`src/design/arb_table_pkg.sv`:
```
// Shared constants for the port arbitration table block
package arb_table_pkg;
  // Register byte offsets
  localparam logic [11:0] CTL_OFS   = 12'h214;
  localparam logic [11:0] STS_OFS   = 12'h218;
  localparam logic [11:0] TBL_OFS   = 12'h220;
  localparam logic [11:0] ISR_OFS   = 12'h230;
  localparam logic [11:0] IMR_OFS   = 12'h234;
  // Control and status field positions
  localparam int LOAD_BIT   = 16;
  localparam int SEL_LSB    = 17;
  localparam int SEL_W      = 3;
  localparam int ENABLE_BIT = 31;
  localparam int COH_BIT    = 0;
  localparam int NEG_BIT    = 1;
  // Interrupt event bits
  localparam int EV_LOADED  = 0;
  localparam int EV_NEG_END = 1;
  localparam int EV_W       = 2;
  // Table geometry and reset content
  localparam int PHASES     = 8;
  localparam int ID_W       = 4;
  localparam int IDX_W      = 3;
  localparam logic [31:0] TBL_RST = 32'h1765_4321;
  localparam logic [IDX_W-1:0] IDX_LAST = 3'h7;
  // Port identifiers
  localparam logic [ID_W-1:0] PORT_UP    = 4'h0;
  localparam logic [ID_W-1:0] PORT_TWO   = 4'h2;
  localparam logic [ID_W-1:0] PORT_THREE = 4'h3;
  // Bus responses
  localparam logic [1:0] RESP_OKAY   = 2'h0;
  localparam logic [1:0] RESP_SLVERR = 2'h2;

  // Entry names a real port other than the egress port
  function automatic logic port_usable(input logic [ID_W-1:0] id, input logic [ID_W-1:0] egress);
    port_usable = (id == PORT_UP || id == PORT_TWO || id == PORT_THREE) && (id != egress);
  endfunction : port_usable
endpackage : arb_table_pkg

```
`src/design/table_if.sv`:
```
// Active table and load handshake between controller, loader and sequencer
`timescale 1ns/10ps
interface table_if;
  logic [31:0] active;
  logic        start;
  logic        busy;
  logic        done;
  modport ctrl (output start, input busy, input done);
  modport loader (input start, output active, output busy, output done);
  modport seq (input active);
endinterface : table_if

```
`src/design/port_arbitration_table_status.sv`:
```
// Arbitration table, channel status and load control behind AXI4-Lite
//
// Decided for this implementation: the AXI4-Lite slave port.
`timescale 1ns/10ps
// Summary of operation
// - Channel enable bit 31 of control always reads one.
// - Any table write on an upstream instance sets the coherency flag, status bit 0.
// - Coherency flag stays set until the triggered load has fully latched.
// - Downstream instances always read the coherency flag as zero.
// - Coherency flag reads meaningful only while a table scheme is selected.
// - Status bit 1 shows flow-control initialisation still pending.
// - Eight read-write 4-bit phase fields packed low to high.
// - Invalid port entries are skipped with no delay.
// - Identifiers 0, 2, 3 are ports; 4 to 15 are reserved.
// - Reset table is 1,2,3,4,5,6,7,1 for phases 0 to 7.
// - Control bit 16 triggers load, reads zero, upstream only.
module port_arbitration_table_status #(
  parameter int         ADDR_W    = 12,
  parameter bit         UPSTREAM  = 1'b1,
  parameter logic [3:0] EGRESS_ID = 4'h0
) (
  // Clock and reset
  input  wire logic              aclk,
  input  wire logic              aresetn,
  // Write address channel
  input  wire logic [ADDR_W-1:0] awaddr,
  input  wire logic [2:0]        awprot,
  input  wire logic              awvalid,
  output logic                   awready,
  // Write data channel
  input  wire logic [31:0]       wdata,
  input  wire logic [3:0]        wstrb,
  input  wire logic              wvalid,
  output logic                   wready,
  // Write response channel
  output logic [1:0]             bresp,
  output logic                   bvalid,
  input  wire logic              bready,
  // Read address channel
  input  wire logic [ADDR_W-1:0] araddr,
  input  wire logic [2:0]        arprot,
  input  wire logic              arvalid,
  output logic                   arready,
  // Read data channel
  output logic [31:0]            rdata,
  output logic [1:0]             rresp,
  output logic                   rvalid,
  input  wire logic              rready,
  // Link status and arbitration timing
  input  wire logic              fc_init_pending,
  input  wire logic              arb_advance,
  // Arbitration result
  output logic [3:0]             grant_port,
  output logic [2:0]             grant_phase,
  output logic                   grant_valid,
  // Interrupt
  output logic                   irq
);
  // Refuse an address bus too narrow for the map
  if (ADDR_W < 12) begin : g_addr_check
    $error("ADDR_W must be at least 12");
  end
  // Refuse an egress identifier that names no port of the switch
  if (EGRESS_ID != arb_table_pkg::PORT_UP && EGRESS_ID != arb_table_pkg::PORT_TWO &&
      EGRESS_ID != arb_table_pkg::PORT_THREE) begin : g_egress_check
    $error("EGRESS_ID must name a port");
  end

  typedef struct packed {
    // Write request captured from either channel
    logic              aw_ok;
    logic [ADDR_W-1:0] aw_addr;
    logic              w_ok;
    logic [31:0]       w_data;
    logic [3:0]        w_strb;
    // Bus answer registers
    logic              awready;
    logic              wready;
    logic              bvalid;
    logic [1:0]        bresp;
    logic              arready;
    logic              rvalid;
    logic [31:0]       rdata;
    logic [1:0]        rresp;
    // Registers seen by software
    logic [31:0]       tbl;
    logic [2:0]        sel;
    // Table load tracking
    logic              coh;
    logic              dirty;
    logic              start;
    logic              pend;
    // Link status and interrupts
    logic              neg;
    logic [1:0]        isr;
    logic [1:0]        imr;
    logic              irq;
  } st_t;

  localparam st_t ST_RST = '{
    aw_ok: 1'b0, aw_addr: '0, w_ok: 1'b0, w_data: '0, w_strb: '0,
    awready: 1'b1, wready: 1'b1, bvalid: 1'b0, bresp: '0,
    arready: 1'b1, rvalid: 1'b0, rdata: '0, rresp: '0,
    tbl: arb_table_pkg::TBL_RST, sel: '0, coh: 1'b0, dirty: 1'b0,
    start: 1'b0, pend: 1'b0, neg: 1'b0, isr: '0, imr: '0, irq: 1'b0
  };

  st_t s_r;
  st_t s_nxt;

  table_if tif ();

  // Aligned word match against a register offset
  function automatic logic hit(input logic [ADDR_W-1:0] a, input logic [11:0] ofs);
    logic [ADDR_W-1:0] o;
    o = ADDR_W'(ofs);
    hit = (a[ADDR_W-1:2] == o[ADDR_W-1:2]);
  endfunction : hit

  // Byte-lane merge of write data into a register
  function automatic logic [31:0] merge(input logic [31:0] old, input logic [31:0] d,
                                        input logic [3:0] strb);
    logic [31:0] m;
    m = old;
    for (int b = 0; b < 4; b++) begin
      if (strb[b]) m[b*8 +: 8] = d[b*8 +: 8];
    end
    merge = m;
  endfunction : merge

  // Table is in use when a table-driven scheme is selected
  logic tbl_used;
  assign tbl_used = (s_r.sel != 3'h0);

  logic coh_seen;
  assign coh_seen = s_r.coh & tbl_used & UPSTREAM;

  // Channel handshakes completing at this edge
  logic aw_take;
  logic w_take;
  logic b_done;
  logic ar_take;
  logic r_done;
  assign aw_take = awvalid && s_r.awready;
  assign w_take  = wvalid && s_r.wready;
  assign b_done  = bready && s_r.bvalid;
  assign ar_take = arvalid && s_r.arready;
  assign r_done  = rready && s_r.rvalid;

  // Register addressed by the read request
  logic rd_ctl;
  logic rd_sts;
  logic rd_tbl;
  logic rd_isr;
  logic rd_imr;
  assign rd_ctl = hit(araddr, arb_table_pkg::CTL_OFS);
  assign rd_sts = hit(araddr, arb_table_pkg::STS_OFS);
  assign rd_tbl = hit(araddr, arb_table_pkg::TBL_OFS);
  assign rd_isr = hit(araddr, arb_table_pkg::ISR_OFS);
  assign rd_imr = hit(araddr, arb_table_pkg::IMR_OFS);

  // A queued load starts only once the loader is idle and its last done has been seen,
  // so the done of one load is never taken for the end of the next
  logic load_go;
  assign load_go = s_r.pend && !tif.busy && !s_r.start && !tif.done;

  // Read data decode
  logic [31:0] rd_word;
  logic        rd_err;
  always_comb begin
    rd_word = '0;
    rd_err = 1'b0;
    if (rd_ctl) begin
      rd_word[arb_table_pkg::ENABLE_BIT] = 1'b1;
      rd_word[arb_table_pkg::SEL_LSB +: arb_table_pkg::SEL_W] = s_r.sel;
      rd_word[arb_table_pkg::LOAD_BIT] = 1'b0;
    end else if (rd_sts) begin
      rd_word[arb_table_pkg::COH_BIT] = coh_seen;
      rd_word[arb_table_pkg::NEG_BIT] = s_r.neg;
    end else if (rd_tbl) begin
      rd_word = s_r.tbl;
    end else if (rd_isr) begin
      rd_word[arb_table_pkg::EV_W-1:0] = s_r.isr;
    end else if (rd_imr) begin
      rd_word[arb_table_pkg::EV_W-1:0] = s_r.imr;
    end else begin
      rd_err = 1'b1;
    end
  end

  // Next state of bus slave, registers and load control
  always_comb begin
    logic       do_wr;
    logic       tbl_wr;
    logic [1:0] ev;
    do_wr = 1'b0;
    tbl_wr = 1'b0;
    ev = '0;
    s_nxt = s_r;
    s_nxt.start = 1'b0;

    // Pending input follows the link, end of pending is an event
    s_nxt.neg = fc_init_pending;
    ev[arb_table_pkg::EV_NEG_END] = s_r.neg & ~fc_init_pending;

    // Write address and data taken in either order
    if (aw_take) begin
      s_nxt.aw_ok = 1'b1;
      s_nxt.aw_addr = awaddr;
    end
    if (w_take) begin
      s_nxt.w_ok = 1'b1;
      s_nxt.w_data = wdata;
      s_nxt.w_strb = wstrb;
    end
    if (b_done) begin
      s_nxt.bvalid = 1'b0;
    end
    // One write in flight: a new one waits until the last response is taken
    do_wr = s_nxt.aw_ok && s_nxt.w_ok && !s_r.bvalid;

    // clear only when load completes
    // A table write that landed during the copy keeps the flag set
    if (tif.done) begin
      s_nxt.coh = s_r.dirty;
      s_nxt.dirty = 1'b0;
      ev[arb_table_pkg::EV_LOADED] = 1'b1;
    end

    // Register write effects
    if (do_wr) begin
      s_nxt.aw_ok = 1'b0;
      s_nxt.w_ok = 1'b0;
      s_nxt.bvalid = 1'b1;
      s_nxt.bresp = arb_table_pkg::RESP_OKAY;
      if (hit(s_nxt.aw_addr, arb_table_pkg::TBL_OFS)) begin
        s_nxt.tbl = merge(s_r.tbl, s_nxt.w_data, s_nxt.w_strb);
        tbl_wr = 1'b1;
      end else if (hit(s_nxt.aw_addr, arb_table_pkg::CTL_OFS)) begin
        if (s_nxt.w_strb[2]) begin
          s_nxt.sel = s_nxt.w_data[arb_table_pkg::SEL_LSB +: arb_table_pkg::SEL_W];
          if (s_nxt.w_data[arb_table_pkg::LOAD_BIT] && UPSTREAM) begin
            s_nxt.pend = 1'b1;
          end
        end
      end else if (hit(s_nxt.aw_addr, arb_table_pkg::ISR_OFS)) begin
        if (s_nxt.w_strb[0]) s_nxt.isr = s_r.isr & ~s_nxt.w_data[arb_table_pkg::EV_W-1:0];
      end else if (hit(s_nxt.aw_addr, arb_table_pkg::IMR_OFS)) begin
        if (s_nxt.w_strb[0]) s_nxt.imr = s_nxt.w_data[arb_table_pkg::EV_W-1:0];
      end else if (!hit(s_nxt.aw_addr, arb_table_pkg::STS_OFS)) begin
        s_nxt.bresp = arb_table_pkg::RESP_SLVERR;
      end
    end

    if (tbl_wr && UPSTREAM) begin
      s_nxt.coh = 1'b1;
      // A write during a load marks the copy stale
      if (tif.busy || s_r.start) s_nxt.dirty = 1'b1;
    end
    if (!UPSTREAM) begin
      s_nxt.coh = 1'b0;
      s_nxt.dirty = 1'b0;
    end

    // Launch a requested load once the loader is free
    // The copy reads the table live, so writes before the start need no second load
    if (load_go) begin
      s_nxt.pend = 1'b0;
      s_nxt.start = 1'b1;
      s_nxt.dirty = 1'b0;
    end

    // Read channel, one read outstanding
    if (r_done) begin
      s_nxt.rvalid = 1'b0;
    end
    if (ar_take) begin
      s_nxt.rvalid = 1'b1;
      s_nxt.rdata = rd_word;
      s_nxt.rresp = rd_err ? arb_table_pkg::RESP_SLVERR : arb_table_pkg::RESP_OKAY;
    end

    // Ready flags registered for the next cycle
    // Readies drop as a channel is taken, so a second request waits for the answer
    s_nxt.awready = !s_nxt.aw_ok && !s_nxt.bvalid;
    s_nxt.wready = !s_nxt.w_ok && !s_nxt.bvalid;
    s_nxt.arready = !s_nxt.rvalid;

    // Sticky events, a set wins over a same-cycle clear
    s_nxt.isr = s_nxt.isr | ev;
    s_nxt.irq = |(s_nxt.isr & s_nxt.imr);
  end

  // State register
  always_ff @(posedge aclk) begin
    if (!aresetn) s_r <= ST_RST;
    else s_r <= s_nxt;
  end

  assign tif.start = s_r.start;

  // Phase-by-phase copy into the arbiter
  phase_table_loader u_loader (
    .aclk    (aclk),
    .aresetn (aresetn),
    .shadow  (s_r.tbl),
    .tif     (tif.loader)
  );

  phase_sequencer #(
    .EGRESS_ID (EGRESS_ID)
  ) u_seq (
    .aclk        (aclk),
    .aresetn     (aresetn),
    .enable      (tbl_used),
    .advance     (arb_advance),
    .tif         (tif.seq),
    .grant_port  (grant_port),
    .grant_phase (grant_phase),
    .grant_valid (grant_valid)
  );

  // Bus outputs straight from the state register
  assign awready = s_r.awready;
  assign wready = s_r.wready;
  assign bvalid = s_r.bvalid;
  assign bresp = s_r.bresp;
  assign arready = s_r.arready;
  assign rvalid = s_r.rvalid;
  assign rdata = s_r.rdata;
  assign rresp = s_r.rresp;
  assign irq = s_r.irq;
endmodule : port_arbitration_table_status

```
`src/design/phase_table_loader.sv`:
```
// Copies the software table into the arbiter one phase per cycle
`timescale 1ns/10ps
module phase_table_loader (
  // Clock and reset
  input  wire logic        aclk,
  input  wire logic        aresetn,
  // Software table
  input  wire logic [31:0] shadow,
  // Load handshake and active table
  table_if.loader          tif
);
  typedef enum logic [0:0] {LD_IDLE = 1'b0, LD_COPY = 1'b1} ld_state_t;
  typedef struct packed {
    ld_state_t                        st;
    logic [arb_table_pkg::IDX_W-1:0]  idx;
    logic [31:0]                      active;
    logic                             done;
  } ld_t;
  localparam ld_t LD_RST = '{st: LD_IDLE, idx: '0, active: arb_table_pkg::TBL_RST, done: 1'b0};
  ld_t s_r;
  ld_t s_nxt;

  // Load sequence
  always_comb begin
    s_nxt = s_r;
    s_nxt.done = 1'b0;
    case (s_r.st)
      LD_IDLE: begin
        if (tif.start) begin
          s_nxt.st = LD_COPY;
          s_nxt.idx = '0;
        end
      end
      LD_COPY: begin
        s_nxt.active[s_r.idx*arb_table_pkg::ID_W +: arb_table_pkg::ID_W] =
          shadow[s_r.idx*arb_table_pkg::ID_W +: arb_table_pkg::ID_W];
        s_nxt.idx = s_r.idx + 3'h1;
        if (s_r.idx == arb_table_pkg::IDX_LAST) begin
          s_nxt.st = LD_IDLE;
          s_nxt.done = 1'b1;
        end
      end
      default: s_nxt = LD_RST;
    endcase
  end

  // State register
  always_ff @(posedge aclk) begin
    if (!aresetn) s_r <= LD_RST;
    else s_r <= s_nxt;
  end

  assign tif.active = s_r.active;
  assign tif.busy = (s_r.st == LD_COPY);
  assign tif.done = s_r.done;
endmodule : phase_table_loader

```
`src/design/phase_sequencer.sv`:
```
// Walks the active table and names the ingress port of each period
`timescale 1ns/10ps
module phase_sequencer #(
  parameter logic [3:0] EGRESS_ID = 4'h0
) (
  // Clock and reset
  input  wire logic       aclk,
  input  wire logic       aresetn,
  // Control
  input  wire logic       enable,
  input  wire logic       advance,
  table_if.seq            tif,
  // Grant
  output logic [3:0]      grant_port,
  output logic [2:0]      grant_phase,
  output logic            grant_valid
);
  typedef struct packed {
    logic [2:0] idx;
    logic [3:0] port;
    logic       valid;
  } sq_t;
  localparam sq_t SQ_RST = '{idx: arb_table_pkg::IDX_LAST, port: '0, valid: 1'b0};
  sq_t s_r;
  sq_t s_nxt;

  // Next usable phase in ascending order, skipping bad entries at once
  always_comb begin
    logic [2:0] p;
    logic       found;
    p = '0;
    found = 1'b0;
    s_nxt = s_r;
    if (!enable) begin
      s_nxt = SQ_RST;
    end else if (advance) begin
      s_nxt.valid = 1'b0;
      for (int k = 1; k <= arb_table_pkg::PHASES; k++) begin
        p = s_r.idx + k[2:0];
        if (!found && arb_table_pkg::port_usable(tif.active[p*4 +: 4], EGRESS_ID)) begin
          found = 1'b1;
          s_nxt.idx = p;
          s_nxt.port = tif.active[p*4 +: 4];
          s_nxt.valid = 1'b1;
        end
      end
    end
  end

  // State register
  always_ff @(posedge aclk) begin
    if (!aresetn) s_r <= SQ_RST;
    else s_r <= s_nxt;
  end

  assign grant_port = s_r.port;
  assign grant_phase = s_r.idx;
  assign grant_valid = s_r.valid;
endmodule : phase_sequencer

```
`config.mk`:
```
export PLATFORM = sky130hd
export DESIGN_NAME = port_arbitration_table_status
export DESIGN_NICKNAME = d
export VERILOG_FILES = /design/src/design/arb_table_pkg.sv /design/src/design/table_if.sv /design/src/design/port_arbitration_table_status.sv /design/src/design/phase_table_loader.sv /design/src/design/phase_sequencer.sv
export SDC_FILE = /design/constraint.sdc
export NUM_CORES = 1
export LEC_CHECK = 0
export BUFFER_PORTS_ARGS = -buffer_cell sky130_fd_sc_hd__buf_2
export CORE_AREA = 4 4 136 138
export CTS_CLUSTER_DIAMETER = 60
export DETAILED_ROUTE_END_ITERATION = 7
export DIE_AREA = 0 0 140 142
export PLACE_DENSITY = 0.74
export SYNTH_ARGS = -nofsm -noshare
export SYNTH_HDL_FRONTEND = slang
export SYNTH_SLANG_ARGS = --single-unit
```
`constraint.sdc`:
```
create_clock -name aclk -period 3 [get_ports aclk]
set_input_delay 0.15 -clock aclk [delete_from_list [all_inputs] [get_ports aclk]]
set_output_delay 0.15 -clock aclk [all_outputs]
set_load 0.01 [all_outputs]
```
== Word level (Yosys, flattened, before mapping) ==
Index checks and enable logic that the tools add are counted.

* Output and inout bits: 50
* Logic and storage cells: 267
* Input bits: 75
* Bits in registers: 181

* Eq/ne operators: 28
* Bitwise logic cells: 11
* Add/sub/neg operators: 9
* Multiplexer cells: 83
* Reduce and logical (&&, ||, !) cells: 91
* Shift operators: 11

{| class="wikitable"
|+ Operators by type and width
! cell !! number
|-
| $shiftx 32x6->4 || 9
|-
| $eq 10x8->1 const B || 10
|-
| $eq 4x2->1 const B || 16
|-
| $mux 30 || 2
|-
| $mux 8 || 7
|-
| $mux 1 || 42
|-
| $mux 37 || 1
|-
| $mux 2 || 18
|-
| $mux 35 || 1
|-
| $neg 5->34 || 1
|-
| $shift 4x34->32 const A || 1
|-
| $shiftx 4x34->32 || 1
|-
| $bwmux 32 || 1
|-
| $logic_not 4->1 || 8
|-
| $reduce_bool 4->1 || 8
|-
| $logic_and 1x1->1 || 27
|-
| $mux 4 || 5
|-
| $logic_or 1x1->1 || 17
|-
| $mux 16 || 1
|-
| $logic_not 1->1 || 15
|-
| $reduce_and 3->1 || 5
|-
| $mux 13 || 1
|-
| $add 3x3->3 const B || 4
|-
| $mux 11 || 1
|-
| 20 further kinds || 31
|}

== Depth between registers and ports, before layout ==
* Word-level depth: 43
* Mapped depth: 12
* Mapped depth without buffers: 9

== By module ==
Synthesis repeated with hierarchy kept, for this count alone.

* Cells, all modules: 971
* Area, all modules: 9434.0 µm²

{| class="wikitable"
|+ Modules (own cells, without submodules)
! module !! seq. area each (µm²) !! cells each !! area an instance (µm²) !! instances
|-
| port_arbitration_table_status || 2642.5 || 580 || 5600.4 || 1
|-
| phase_table_loader || 740.7 || 218 || 2123.3 || 1
|-
| phase_sequencer || 160.2 || 173 || 1710.4 || 1
|}

== Worst setup path before layout ==
No wires, ideal clock.

* Kind: register to register
* From: register u_seq.s_r, in the netlist u_seq.grant_phase[1]
* To: register u_seq.s_r, in the netlist u_seq.grant_phase[0]
* Data arrival time: 2906 ps
* Slack: -29 ps
* Data required time: 2876 ps
* Path buffers: 2
* Cell stages (with the launch flop): 11
* Clock period less this slack: 3029 ps
* Setup time: 124 ps
* Cells stage by stage: dfxtp_1 -> clkinv_1 -> ha_1 -> clkbuf_1 -> buf_2 -> mux4_2 -> a21oi_1 -> nand4b_4 -> o221ai_1 -> nor3_1 -> nand3b_1

* Word-level cells in the longest chain between the ends: 43
* Elaborated cells on any way between the ends: 115
* Classes of those cells: 7 x add/sub; 16 x eq/ne; 8 x shift; 27 x mux; 1 x bitwise; 56 x reduce/logical

{| class="wikitable"
|+ Ends and longest elaborated chain
! element !! line !! text
|-
| start: declaration || phase_sequencer.sv:24 || <nowiki>sq_t s_r;</nowiki>
|-
| start signal: assignment || phase_sequencer.sv:53 || <nowiki>else s_r <= s_nxt;</nowiki>
|-
| $add 3x1->3 || phase_sequencer.sv:39 || <nowiki>p = s_r.idx + k[2:0];</nowiki>
|-
| $shiftx 32x6->4 || phase_sequencer.sv:40 || <nowiki>if (!found && arb_table_pkg::port_usable(tif.active[p*4 +: 4], EGRESS_ID)) begin</nowiki>
|-
| $eq 4x2->1 or $logic_not 4->1 (tied branches) || arb_table_pkg.sv:36 || <nowiki>port_usable = (id == PORT_UP || id == PORT_TWO || id == PORT_THREE) && (id != egress);</nowiki>
|-
| $logic_or 1x1->1 (2 in a row) || arb_table_pkg.sv:36 ||
|-
| $logic_and 1x1->1 || arb_table_pkg.sv:36 ||
|-
| $mux 1 || phase_sequencer.sv:40 ||
|-
| $mux 1 || phase_sequencer.sv:36 || <nowiki>end else if (advance) begin</nowiki>
|-
| $mux 1 || phase_sequencer.sv:34 || <nowiki>if (!enable) begin</nowiki>
|-
| (+26 left out) || -- ||
|-
| $logic_and 1x1->1 || phase_sequencer.sv:40 ||
|-
| $mux 1 || phase_sequencer.sv:40 ||
|-
| $mux 1 || phase_sequencer.sv:36 ||
|-
| $mux 1 || phase_sequencer.sv:34 ||
|-
| $logic_not 1->1 || phase_sequencer.sv:40 ||
|-
| $logic_and 1x1->1 || phase_sequencer.sv:40 ||
|-
| $not 1->1 (no line) || -- ||
|-
| $reduce_and 3->1 (no line) || -- ||
|}

Several ways; a longest one is shown, not always the timed one. The select of a mux whose other input is x is not followed.
A chain may end at the register's enable or synchronous reset.

== Final worst setup path ==
* From: register u_seq.s_r, in the netlist u_seq.grant_phase[0]
* To: register u_seq.s_r, in the netlist u_seq.grant_phase[0]

Same word-level chain as after synthesis.

==> flow_metrics.env <==
export IMPL_status="complete, no violations"
export IMPL_core_area_sq_um=17200
export IMPL_cp_max_fo=9
export IMPL_cts_sinks=177
export IMPL_cts_htree_levels=4
export IMPL_remaining_drc_errors=0
export IMPL_p_seq_frac=0.473
export IMPL_clockBufferDepth=2
export IMPL_via_per_inst=5.69
export IMPL_cts_root_buf="clkbuf_16"
export IMPL_met3_usage=0.0433
export IMPL_min_from="wdata[13]"
export IMPL_drt_total_wl_um=21000
export IMPL_vias=7213
export IMPL_synth_ff_type="dfxtp_1"
export IMPL_drv_cap=0
export IMPL_setup_worst_path_start_class="register"
export IMPL_first_global_vias=6914
export IMPL_cp_required_ps=3300
export IMPL_yosysSeqAreaShare=0.416
export IMPL_slew_headroom=0.513
export IMPL_drive_gt1_frac=0.210
export IMPL_final_antenna_net_count=0
export IMPL_end_kind="register"
export IMPL_worst_pin_slew_ps=721
export IMPL_fmax_ghz=0.349
export IMPL_grt_use_met2=0.335
export IMPL_firstDrtPassIters=5
export IMPL_path_cells="inv_1 > ha_2 > buf_4 > nor4b_1 > or4_1 > a21oi_1 > nand4b_4 > o221ai_1 > nor3_1 > nand3b_1"
export IMPL_power_density_nw_per_um2=528
export IMPL_finalHoldViolCount=0
export IMPL_track_usage=0.213
export IMPL_cpPeakStageDelay_ps=430
export IMPL_place_area_sq_um=9070
export IMPL_synth_cell_types=74
export IMPL_fp_dieH_um=142
export IMPL_post_route_period_util=0.956
export IMPL_post_synth_instance_area_sq_um=8520
export IMPL_vdd_drop_max_uv=504
export IMPL_synth_edf_count=0
export IMPL_setup_violations=0
export IMPL_grt_max_degree=60
export IMPL_place_gp_congestion=0.873
export IMPL_rsz0062_at_grt="yes"
export IMPL_final_util=0.580
export IMPL_arrival_ps=3170
export IMPL_cts_buffers=17
export IMPL_gr_usage_met1=0.301
export IMPL_critPathTopFamily="simple AND/OR/NAND/NOR gates"
export IMPL_syn_inst=935
export IMPL_dp_hpwl_um=15300
export IMPL_grt_overflow=0
export IMPL_pwr_share_comb=0.102
export IMPL_p_total_w=0.00526
export IMPL_area_delta_synth_final_pct=16.8
export IMPL_drv_slew=0
export IMPL_fin_nets=1114
export IMPL_grt_pass1_wl_um=34900
export IMPL_start_util=0.496
export IMPL_p_leak_nw=4.14
export IMPL_critPathKind="register to register"
export IMPL_fin_skew_ps=10.2
export IMPL_crit_start="u_seq.grant_phase[0]"
export IMPL_fin_area_sq_um=9960
export IMPL_p_sw_frac=0.251
export IMPL_synth_seq_cells=177
export IMPL_r2r_start="u_seq.grant_phase[0]"
export IMPL_io_buffer_count=112
export IMPL_yosysWarnings=0
export IMPL_clock_latency_ps=430
export IMPL_switching_power_w=0.00132
export IMPL_pin_count=125
export IMPL_slowest_stage="or4_1"
export IMPL_power_frac_clock=0.425
export IMPL_cts_tree="yes"
export IMPL_first_iter_violations=440
export IMPL_hold_class="input pin to register"
export IMPL_diodes=0
export IMPL_die_area_sq_um=19900
export IMPL_stdcell_count=1267
export IMPL_crit_buf_inv=2
export IMPL_syn_area_per_cell_sq_um=9.12
export IMPL_wl_per_cell_um=16.6
export IMPL_path_clk_slew_ps=70
export IMPL_fin_crit_ps=2870
export IMPL_fp_dieW_um=140
export IMPL_dpl_cell_count=1208
export IMPL_grt_busiest_layer="met2"
export IMPL_rows=48
export IMPL_p_int_w=0.00394
export IMPL_synthArstFlopShare=0
export IMPL_antenna_found_initial=0
-- cell type report --
cell class                      instances  area (sq um)
Fill cell                            1526          7220
Inverter                               19          72.6
Sequential cell                       177          3540
Multi-Input combinational cell        651          4420
Clock buffer                           19           443
Tap cell                              225           282
Clock inverter                         12           146
Timing Repair Buffer                  164          1050
-- power by group through the flow --
stage | sequential, W | clock, W | combinational, W
5_1_grt | 0.00250 | 0.00236 | 0.000598
3_3_place_gp | 0.00254 | 0 | 0.000498
6_report | 0.00249 | 0.00224 | 0.000535
4_1_cts | 0.00249 | 0.00226 | 0.000538
3_5_place_dp | 0.00254 | 0 | 0.000507
2_1_floorplan | 0.00254 | 0 | 0.000355
-- placed cells by master (no fill, tap or decap), types with 5 or more instances in the layout --
cell type      instances
or3b_2                 5
nor3b_1                7
or2_2                  8
nor3_1                30
nor2b_1                5
nor4b_1                9
a221oi_1               5
buf_2                112
mux2i_1               52
or3_1                 11
a21oi_1               50
a211oi_1              28
a31oi_1                8
clkbuf_16             17
dlygate4sd3_1         28
ha_1                   8
inv_1                 16
o211ai_1              22
mux4_2                24
and2_1                 9
nor4bb_1               6
buf_4                 22
and3_1                 6
nand3_1               13
a22oi_1               26
nor2_1               146
nand2b_1               5
o21ai_0               11
nand2_1               76
dfxtp_1              177
-- state kept, by name, summed over array words and instances (netlist names), 3 cells and up --
register / cells
rdata: 32
u_seq.grant_port: 4
u_loader.tif.active: 32
s_r: 91
u_loader.s_r: 3
u_seq.grant_phase: 3
-- synth_stat cells (all sizes together), types with 3 or more instances --
master | number | area (sq um)
o311ai | 4 | 35.0
dfxtp | 177 | 3540
nor2b | 5 | 31.3
mux2 | 4 | 45.0
xor2 | 3 | 26.3
o21ai | 12 | 60.1
and3 | 6 | 37.5
nor4bb | 6 | 60.1
mux4 | 24 | 541
mux2i | 52 | 521
o22ai | 4 | 25.0
a211oi | 28 | 210
a221oi | 5 | 43.8
o31ai | 4 | 30.0
nand3 | 13 | 65.1
or3b | 7 | 61.3
nor2 | 147 | 554
nand4b | 5 | 65.1
o211ai | 22 | 165
a31oi | 8 | 50.1
nand2 | 77 | 289
a22oi | 26 | 195
xnor2 | 3 | 26.3
buf | 50 | 357
nor3b | 7 | 52.6
clkbuf | 39 | 146
or4 | 3 | 22.5
inv | 17 | 63.8
ha | 9 | 113
nand4 | 3 | 18.8
or2 | 8 | 50.1
nor4 | 4 | 25.0
a21oi | 51 | 259
nand2b | 5 | 31.3
and2 | 9 | 56.3
or4b | 5 | 53.8
nor4b | 9 | 78.8
nor3 | 30 | 150
or3 | 11 | 68.8
-- what timing repair did --
action                                  4_1_cts  5_1_grt
endpoints found under the setup margin        0        4
hold buffers                                 28        0
setup buffers                                 0        0
gates resized for setup                       0        3
hold endpoints to repair                     28        0
-- routing by layer --
layer	part of all wire	up-vias
met4	0.017	0
met2	0.45	222
li1	-	3562
met1	0.48	3401
met5	0	-
met3	0.057	28
-- per-stage QoR --
stage | TNS [ps] | hold WS [ps] | setup slack (ps)
after floorplan | 0 | 277 | 26.0
after global placement | 0 | 384 | 168
after detailed placement | 0 | 384 | 160
after CTS | 0 | 1.08 | 121
after global routing | -8.08 | 17.1 | -6.53
final | 0 | 9.90 | 132
-- tightest hold or removal path, cell delays in order --
cell and delay (ps):
buf_2 80, mux2i_1 80, nor2_1 90
-- kinds of logic (layout without fill, tap and decap cells) --
| family | after synthesis | in the layout | share of synthesized area |
|---|---|---|---|
| other | 1 | 2 | 0.000440 |
| muxes | 80 | 80 | 0.130 |
| adders and majority gates | 9 | 9 | 0.0132 |
| buffers and inverters | 108 | 214 | 0.0674 |
| and+or+nand+nor | 366 | 366 | 0.215 |
| AOI/OAI and AO/OA | 188 | 188 | 0.152 |
| DFF | 177 | 177 | 0.416 |
| xor gates and xnor gates | 6 | 6 | 0.00617 |
-- final timing paths --
kind	depth (start not counted)	slack, ps	end
min	3	10	s_r[103]
min reg2reg	2	440	u_seq.grant_port[1]
max	10	130	u_seq.grant_phase[0]
max reg2reg	10	130	u_seq.grant_phase[0]
Power figures use the tool's default switching activity.
